File: config.mk
export PLATFORM = sky130hd
export DESIGN_NAME = qbp_port_set
export DESIGN_NICKNAME = d
export VERILOG_FILES = /design/src/common/qbp_pkg.sv /design/src/hdl/qbp_port_set.sv /design/src/hdl/qbp_sync.sv /design/src/hdl/qbp_port_latch.sv
export SDC_FILE = /design/constraint.sdc
export NUM_CORES = 1
export LEC_CHECK = 0
export BUFFER_PORTS_ARGS = -buffer_cell sky130_fd_sc_hd__buf_4
export CORE_ASPECT_RATIO = 0.7
export CORE_MARGIN = 2
export CORE_UTILIZATION = 52
export DETAILED_ROUTE_END_ITERATION = 6
export GPL_TIMING_DRIVEN = 0
export PLACE_DENSITY = 0.84
export SLEW_MARGIN = 20
export SYNTH_ARGS = -nofsm -noshare
export SYNTH_HDL_FRONTEND = slang
export SYNTH_HIERARCHICAL = 1
export SYNTH_SLANG_ARGS = --single-unit
File: constraint.sdc
create_clock -name mclk_i -period 2.27 [get_ports mclk_i]
set_input_delay 0.5675 -clock mclk_i [delete_from_list [all_inputs] [get_ports mclk_i]]
set_output_delay 0.5675 -clock mclk_i [all_outputs]
set_load 0.005 [all_outputs]
File: src/common/qbp_pkg.sv
`default_nettype none
package qbp_pkg;
    // ==================================================
    // port geometry
    localparam int PORT_W = 8;
    localparam int NUM_PORTS = 7;
    localparam logic [7:0] LATCH_RESET = 8'hFF;
    localparam logic [7:0] ALL_ONES = 8'hFF;
    localparam logic [7:0] ALL_ZEROS = 8'h00;
    // ==================================================
    // port indices
    localparam logic [2:0] PORT0 = 3'h0;
    localparam logic [2:0] PORT1 = 3'h1;
    localparam logic [2:0] PORT2 = 3'h2;
    localparam logic [2:0] PORT3 = 3'h3;
    localparam logic [2:0] PORT4 = 3'h4;
    localparam logic [2:0] PORT5 = 3'h5;
    localparam logic [2:0] PORT6 = 3'h6;
    // ==================================================
    // field positions of the multiplexed bits
    localparam int P1_CAPCOMP_LSB = 0;
    localparam int P1_CAPCOMP_W = 5;
    localparam int P1_RELOAD_BIT = 5;
    localparam int P1_SYSCLK_BIT = 6;
    localparam int P1_COUNT_BIT = 7;
    localparam int P3_RX_BIT = 0;
    localparam int P3_TX_BIT = 1;
    localparam int P3_IRQ0_BIT = 2;
    localparam int P3_IRQ1_BIT = 3;
    localparam int P3_TMR0_BIT = 4;
    localparam int P3_TMR1_BIT = 5;
    localparam int P3_WR_BIT = 6;
    localparam int P3_RD_BIT = 7;
    localparam int P6_CONV_BIT = 0;
    localparam int P6_RX_BIT = 1;
    localparam int P6_TX_BIT = 2;
    // ==================================================
    // processor side access
    typedef struct packed {
        logic [2:0] sel;
        logic wr;
        logic rd_latch;
        logic rd_pin;
        logic [7:0] data;
    } qbp_cpu_req_s;
    // external memory bus
    typedef struct packed {
        logic code_fetch;
        logic pc_beyond_rom;
        logic data_xfer;
        logic addr16;
        logic lo_drive;
        logic [7:0] lo_byte;
        logic [7:0] hi_byte;
    } qbp_bus_s;
    // peripheral outputs heading for pins
    typedef struct packed {
        logic [4:0] capcomp_out;
        logic sysclk_out_pin;
        logic serial0_sync_mode;
        logic serial0_data_out;
        logic serial0_tx;
        logic wr_strobe_n;
        logic rd_strobe_n;
        logic [7:0] compare_reg_out;
        logic [7:0] concurrent_cmp_out;
        logic serial1_tx;
    } qbp_alt_out_s;
    // pin levels handed to peripherals
    typedef struct packed {
        logic [4:0] ext_irq_in;
        logic [4:0] capcomp_ch_pin;
        logic timer2_reload_trigger_in;
        logic timer2_count_in;
        logic serial0_rx;
        logic ext_irq_zero_in;
        logic ext_irq_one_in;
        logic timer0_count_in;
        logic timer1_count_in;
        logic ext_conv_start_in;
        logic serial1_rx;
    } qbp_alt_in_s;
endpackage
`default_nettype wire

File: src/hdl/qbp_port_set.sv
// Functional notes
// - write strobe loads port latch from data
// - read-latch strobe returns stored latch value
// - reads pick latch or pin per request
// - bit inputs only while latch holds one
// - ports 1-6 weakly pulled high, overridable
// - port 0 high driver only on bus
// - port 0 latch one floats the pin
// - alternate function passes only with latch one
// - reset sets every latch bit to one
// - ports 0/2 switched to bus by control
// - bus mode: port 0 latch ones, port 2 kept
// - 16-bit address drives port 2 strongly
// - port 0 general I/O without bus cycles
// - port 2 quasi port, or address output
// - port 1 map: irq/capcomp, timer2, clock
// - port 3 map: serial, irq, timers, strobes
// - synchronous serial: data and shift clock
// - port 4 carries compare register outputs
// - port 5 carries concurrent compare outputs
// - port 6: converter start, serial 1
// - narrow address: port 2 emits its latch
`timescale 1ns/1ps
`default_nettype none
module qbp_port_set #(
    parameter int W = qbp_pkg::PORT_W,
    parameter int N = qbp_pkg::NUM_PORTS
) (
    input wire logic mclk_i,
    input wire logic rstn_i,
    input wire qbp_pkg::qbp_cpu_req_s cpu_i,
    output logic [W-1:0] rd_data_o,
    input wire qbp_pkg::qbp_bus_s bus_i,
    input wire logic ext_program_select_n_i,
    output logic bus_active_o,
    output logic [W-1:0] bus_rd_data_o,
    input wire qbp_pkg::qbp_alt_out_s alt_out_i,
    output qbp_pkg::qbp_alt_in_s alt_in_o,
    input wire logic [N-1:0][W-1:0] pin_in_i,
    output logic [N-1:0][W-1:0] pin_out_o,
    output logic [N-1:0][W-1:0] pin_oe_o,
    output logic [N-1:0][W-1:0] pin_pu_o
);
    // ==================================================
    // pin synchronisers and program select strap
    logic [N-1:0][W-1:0] pin_s;
    logic [0:0] ext_sel_s;

    qbp_sync #(
        .W(N*W)
    ) u_pin_sync (
        .mclk_i(mclk_i),
        .rstn_i(rstn_i),
        .d_i(pin_in_i),
        .q_o(pin_s)
    );

    qbp_sync #(
        .W(1)
    ) u_sel_sync (
        .mclk_i(mclk_i),
        .rstn_i(rstn_i),
        .d_i(ext_program_select_n_i),
        .q_o(ext_sel_s)
    );

    // ==================================================
    // external bus switch-over
    logic ext_code;
    logic bus_active;

    // external code when strap low or pc past internal rom
    assign ext_code = ~ext_sel_s[0] | bus_i.pc_beyond_rom;
    // bus owns ports 0 and 2 only during real bus cycles
    assign bus_active = (bus_i.code_fetch & ext_code) |
                        bus_i.data_xfer;
    assign bus_active_o = bus_active;

    // ==================================================
    // port latches
    logic [N-1:0][W-1:0] latch_q;
    logic [N-1:0] wr_sel;
    logic [N-1:0] force_ones;

    // one write strobe per port register
    function automatic logic [N-1:0] port_dec(input logic [2:0] sel);
        logic [N-1:0] onehot;
        onehot = '0;
        for (int k = 0; k < N; k++) begin
            if (sel == k[2:0]) begin
                onehot[k] = 1'b1;
            end
        end
        return onehot;
    endfunction

    assign wr_sel = cpu_i.wr ? port_dec(cpu_i.sel) : '0;

    generate
        for (genvar p = 0; p < N; p++) begin : g_latch
            // port 0 latch is filled with ones while on the bus
            assign force_ones[p] = (p == 0) ? bus_active : 1'b0;
            qbp_port_latch #(
                .W(W),
                .RESET_VAL(qbp_pkg::LATCH_RESET)
            ) u_latch (
                .mclk_i(mclk_i),
                .rstn_i(rstn_i),
                .wr_i(wr_sel[p]),
                .force_ones_i(force_ones[p]),
                .data_i(cpu_i.data),
                .q_o(latch_q[p])
            );
        end
    endgenerate

    // ==================================================
    // register read path
    always_ff @(posedge mclk_i or negedge rstn_i) begin
        if (!rstn_i) begin
            rd_data_o <= qbp_pkg::ALL_ZEROS;
        end else if (cpu_i.rd_latch) begin
            rd_data_o <= latch_q[cpu_i.sel];
        end else if (cpu_i.rd_pin) begin
            rd_data_o <= pin_s[cpu_i.sel];
        end
    end

    // data read back from the multiplexed low byte
    always_ff @(posedge mclk_i or negedge rstn_i) begin
        if (!rstn_i) begin
            bus_rd_data_o <= qbp_pkg::ALL_ZEROS;
        end else if (bus_active && !bus_i.lo_drive) begin
            bus_rd_data_o <= pin_s[qbp_pkg::PORT0];
        end
    end

    // ==================================================
    // alternate output vectors, ones where a bit is input only
    logic [N-1:0][W-1:0] alt_v;

    always_comb begin
        alt_v = '1;
        // port 1 capture/compare channels and clock out
        alt_v[1][qbp_pkg::P1_CAPCOMP_LSB +: qbp_pkg::P1_CAPCOMP_W] =
            alt_out_i.capcomp_out;
        alt_v[1][qbp_pkg::P1_SYSCLK_BIT] =
            alt_out_i.sysclk_out_pin;
        // port 3 serial 0, data in sync mode, strobes
        alt_v[3][qbp_pkg::P3_RX_BIT] = alt_out_i.serial0_sync_mode ?
            alt_out_i.serial0_data_out : 1'b1;
        alt_v[3][qbp_pkg::P3_TX_BIT] = alt_out_i.serial0_tx;
        alt_v[3][qbp_pkg::P3_WR_BIT] = alt_out_i.wr_strobe_n;
        alt_v[3][qbp_pkg::P3_RD_BIT] = alt_out_i.rd_strobe_n;
        // port 4 and port 5 compare outputs
        alt_v[4] = alt_out_i.compare_reg_out;
        alt_v[5] = alt_out_i.concurrent_cmp_out;
        // port 6 serial 1 transmit
        alt_v[6][qbp_pkg::P6_TX_BIT] = alt_out_i.serial1_tx;
    end

    // ==================================================
    // alternate inputs, taken from synchronised pins
    always_comb begin
        alt_in_o.ext_irq_in =
            pin_s[1][qbp_pkg::P1_CAPCOMP_LSB +: qbp_pkg::P1_CAPCOMP_W];
        alt_in_o.capcomp_ch_pin =
            pin_s[1][qbp_pkg::P1_CAPCOMP_LSB +: qbp_pkg::P1_CAPCOMP_W];
        alt_in_o.timer2_reload_trigger_in =
            pin_s[1][qbp_pkg::P1_RELOAD_BIT];
        alt_in_o.timer2_count_in = pin_s[1][qbp_pkg::P1_COUNT_BIT];
        alt_in_o.serial0_rx = pin_s[3][qbp_pkg::P3_RX_BIT];
        alt_in_o.ext_irq_zero_in = pin_s[3][qbp_pkg::P3_IRQ0_BIT];
        alt_in_o.ext_irq_one_in = pin_s[3][qbp_pkg::P3_IRQ1_BIT];
        alt_in_o.timer0_count_in = pin_s[3][qbp_pkg::P3_TMR0_BIT];
        alt_in_o.timer1_count_in = pin_s[3][qbp_pkg::P3_TMR1_BIT];
        alt_in_o.ext_conv_start_in = pin_s[6][qbp_pkg::P6_CONV_BIT];
        alt_in_o.serial1_rx = pin_s[6][qbp_pkg::P6_RX_BIT];
    end

    // ==================================================
    // pin driver decision
    logic [N-1:0][W-1:0] next_out;
    logic [N-1:0][W-1:0] next_oe;
    logic [N-1:0][W-1:0] next_pu;

    always_comb begin
        for (int p = 0; p < N; p++) begin
            // latch AND alternate: any zero pulls the pin down
            next_out[p] = latch_q[p] & alt_v[p];
            // strong pulldown only for zeros, ones stay inputs
            next_oe[p] = ~next_out[p];
            // weak pullup on ones, quasi-bidirectional
            next_pu[p] = next_out[p];
        end
        // port 0: open drain, never a pullup as general I/O
        next_pu[0] = qbp_pkg::ALL_ZEROS;
        if (bus_active) begin
            // address/data bus drives both levels itself
            next_out[0] = bus_i.lo_byte;
            next_oe[0] = bus_i.lo_drive ? qbp_pkg::ALL_ONES :
                qbp_pkg::ALL_ZEROS;
            if (bus_i.addr16) begin
                // high address byte with strong drive all cycle
                next_out[2] = bus_i.hi_byte;
                next_oe[2] = qbp_pkg::ALL_ONES;
                next_pu[2] = qbp_pkg::ALL_ZEROS;
            end
            // narrow address keeps port 2 on its latch
        end
    end

    // registered pin drive
    always_ff @(posedge mclk_i or negedge rstn_i) begin
        if (!rstn_i) begin
            pin_out_o <= '1;
            pin_oe_o <= '0;
            // quasi ports start pulled up, port 0 floats from the start
            pin_pu_o <= '1;
            pin_pu_o[0] <= qbp_pkg::ALL_ZEROS;
        end else begin
            pin_out_o <= next_out;
            pin_oe_o <= next_oe;
            pin_pu_o <= next_pu;
        end
    end
endmodule // qbp_port_set
`default_nettype wire

File: src/hdl/qbp_sync.sv
`timescale 1ns/1ps
`default_nettype none
module qbp_sync #(
    parameter int W = 8
) (
    input wire logic mclk_i,
    input wire logic rstn_i,
    input wire logic [W-1:0] d_i,
    output logic [W-1:0] q_o
);
    // ==================================================
    // two stage synchroniser, first stage read only by second
    logic [W-1:0] meta;
    always_ff @(posedge mclk_i or negedge rstn_i) begin
        if (!rstn_i) begin
            meta <= '1;
            q_o <= '1;
        end else begin
            meta <= d_i;
            q_o <= meta;
        end
    end
endmodule // qbp_sync
`default_nettype wire

File: src/hdl/qbp_port_latch.sv
`timescale 1ns/1ps
`default_nettype none
module qbp_port_latch #(
    parameter int W = 8,
    parameter logic [W-1:0] RESET_VAL = '1
) (
    input wire logic mclk_i,
    input wire logic rstn_i,
    input wire logic wr_i,
    input wire logic force_ones_i,
    input wire logic [W-1:0] data_i,
    output logic [W-1:0] q_o
);
    // ==================================================
    // d-type bit latches of one port
    always_ff @(posedge mclk_i or negedge rstn_i) begin
        if (!rstn_i) begin
            q_o <= RESET_VAL;
        end else if (force_ones_i) begin
            q_o <= '1;
        end else if (wr_i) begin
            q_o <= data_i;
        end
    end
endmodule // qbp_port_latch
`default_nettype wire

==> flow_summary.yaml <==
placement:
  io_buffers: 314
  dp_slack_ns: -0.365
  gp_congestion: 0.815
  hpwl_um: 21200
  place_area_mm2: 0.0140
clock_network:
  clock-sinks: 306
  cts_root_buf: "clkbuf_16"
  cts_max_level: 1
  cts-buffers-inserted: 29
  clk_pin_slew_ns: 0.07
  clk_latency_ns: 0.55
  cts_tree: "yes"
  clk_path_buf_depth: 3
floorplan:
  die_area_mm2: 0.0228
  io_pins: 326
  die_h_um: 127
  core_area_mm2: 0.0209
  start_util_pct: 53.6
  die_w_um: 179
  row_count: 44
timing:
  setup_violations: 0
  finalCriticalPeriod_ns: 2.20
  timing.hold.ws_ns: 0.116
  tightest_slew_ns: 1.02
  max_freq_mhz: 455
  finalCritPeriodShare_pct: 96.8
  timing.final.ws_setup_ns: 0.0733
  final-hold-violation-count: 0
  clock_skew_ns: 0.0278
  drv_slew: 0
  relSlewSlack_pct: 31.7
worst_setup_path:
  startpoint_type: "flop"
  slowest_stage: "dfstp_2"
  worstPathCellList: "nand2b_4, a21oi_4, buf_6, inv_1, buf_4"
  cp_top_family: "flip-flops"
  rrSetupSlack_ns: 0.38
  max_stage_delay_ns: 0.55
  cp_max_fo: 7
  path_buf_inv: 3
  worst-setup-path-type: "reg2out"
  critPathCaptureType: "primary output"
  required_ns: 1.70
  crit_arrival_ns: 1.63
drt:
  drt-total-wl_um: 29300
  dr_total_vias: 7272
  drtAntennaViolNets: 0
  drt_iter0_markers: 357
  via_per_inst: 5.17
  avgRoutedWirePerCell_um: 20.8
  firstDrtPassIters: 5
  drc: 0
yosys:
  yosysWarnings: 6
  yosysMostFrequentCell: "dfstp_2"
  synth.distinct_cells: 39
  synth_edf_count: 0
  synth_top_area_cell: "dfstp_2"
  ys_seq_area_share_pct: 71.0
  synth_flop_cell: "dfstp_2"
  ys_top_cells_by_count: "dfstp_2 (234), dfrtp_1 (72), nor2b_1 (58)"
  synth_area_leaders: "dfstp_2 (55%), dfrtp_1 (16%), buf_4 (3.8%)"
  async_flop_share_pct: 100
  netlist.area_leader.share_pct: 54.9
  avgSynthCellArea_um2: 15.1
  netlist_area_mm2: 0.0112
  synthCells: 740
  synth_seq_cells: 306
global_route:
  grt_overflow_total: 0
  antenna_found_initial: 1
  use_met1_pct: 35.7
  grt_start_max_net_pins: 98
  grt_pass1_vias: 7464
  grt_pass1_wl_um: 44200
  track_usage_pct: 25.5
  met3_usage_pct: 5.89
  grt-busiest-layer: "met2"
  grt.met2_usage_pct: 40.6
finish:
  drive_gt1_share_pct: 67.1
  layout.cell_area.non_filler_mm2: 0.0152
  fin_nets: 1229
  antenna_cells: 0
  syn_to_final_growth_pct: 35.4
worst_hold_path:
  hp-class: "in2reg"
power:
  vdd_drop_max_mv: 0.754
  cellPowerDensity_mw_per_mm2: 836
  p_leak_nw: 6.99
run:
  cap_violations: 0
outcome:
  status: "completed"
## registers in the layout (all words and copies together), names as in the netlist
register	count
u_sel_sync/q_o	1
u_pin_sync/q_o	56
g_latch.u_latch/q_o	56
u_sel_sync/meta	1
pin_out_o	16
rd_data_o	8
u_pin_sync/meta	56
pin_oe_o	56
pin_pu_o	48
bus_rd_data_o	8
## layout make-up
type	count	area, um^2
repair buffers	323	2490
plain buffers	87	654
inverters	45	169
well taps	276	345
fillers	1367	5750
multi-input cells	315	2480
flip-flops and latches	306	7950
clock buffers	36	823
clock inverters	18	248
## final timing paths
kind	startpoint	endpoint	cells after the start
max	u_sel_sync/q_o	bus_active_o	5
min	pin_in_i[14]	u_pin_sync/meta[14]	1
max reg2reg	u_sel_sync/q_o	bus_rd_data_o[5]	6
min reg2reg	u_pin_sync/meta[0]	u_pin_sync/q_o[0]	0
max in group asynchronous	rstn_i	pin_pu_o[50]	4
min in group asynchronous	rstn_i	bus_rd_data_o[3]	2
## worst reg2reg max path: cells and delay by family (launching register included)
family	cells	cell delay, ns
flops	1	0.38
mux	1	0.34
simple gates	2	0.55
buf+inv	2	0.45
compound gates	1	0.06
## metrics by stage
stage | total power [W] | TNS [ns] | util, % | std cells
final | 0.0127 | 0 | 72.5 | 1406
after global routing | 0.0131 | -0.000356 | 72.5 | 1406
after CTS | 0.0128 | 0 | 72.4 | 1402
after detailed placement | 0.00746 | -6.68 | 67.1 | 1346
after global placement | 0.00738 | -327.04 | 66.7 | 1343
after floorplan | 0.00660 | 0 | - | 753
## routing by layer
layer	vias to the layer above	wire length, um	share of wire [%]
met4	2	658	2.2
met1	3700	12300	42
met5	-	8	0.027
met3	49	2360	8.1
li1	3177	-	-
met2	344	14000	48
## cells by family (layout without fill, tap and decap cells)
family	count (synthesis)	after routing	share of synthesized area [%]
DFF	306	306	71.0
buffers and inverters	132	509	7.29
and+or+nand+nor	119	119	5.76
AOI/OAI and AO/OA	112	112	8.42
muxes	70	70	7.53
other	1	14	0.0335
## cell usage in the layout (no fill, tap or decap), drive strengths merged
| cell | count |
|---|---|
| dfstp | 234 |
| a22oi | 7 |
| o311ai | 1 |
| dfrtp | 72 |
| and2 | 8 |
| nor2b | 58 |
| and2b | 1 |
| clkinv | 6 |
| a221oi | 7 |
| nor2 | 7 |
| a211oi | 1 |
| mux2 | 24 |
| mux4 | 9 |
| nand2 | 36 |
| clkbuf | 41 |
| o2bb2ai | 14 |
| mux2i | 37 |
| and3 | 1 |
| nand3 | 1 |
| a21oi | 16 |
| nand3b | 1 |
| buf | 404 |
| bufinv | 5 |
| a211o | 56 |
| inv | 50 |
| o211ai | 1 |
| nand2b | 4 |
| dlygate4sd3 | 1 |
| nor3 | 2 |
| o21ai | 8 |
| conb | 14 |
| clkinvlp | 2 |
| o2111ai | 1 |
## timing repair
action	in CTS	in global routing
buffers inserted	1	4
setup endpoints to repair	1	1
gates cloned	0	0
endpoints found under the hold margin	9	0
resized for setup	2	0
hold buffers	1	0
pin swaps	1	0
## where the power goes
group / internal, W / switching, W / total [W] / leakage (nW)
Combinational: 0.000708 / 0.000588 / 0.00130 / 3.13
Sequential: 0.00593 / 0.000164 / 0.00610 / 3.33
Clock: 0.00317 / 0.00211 / 0.00528 / 0.524
(Power assumes the default switching activity.)
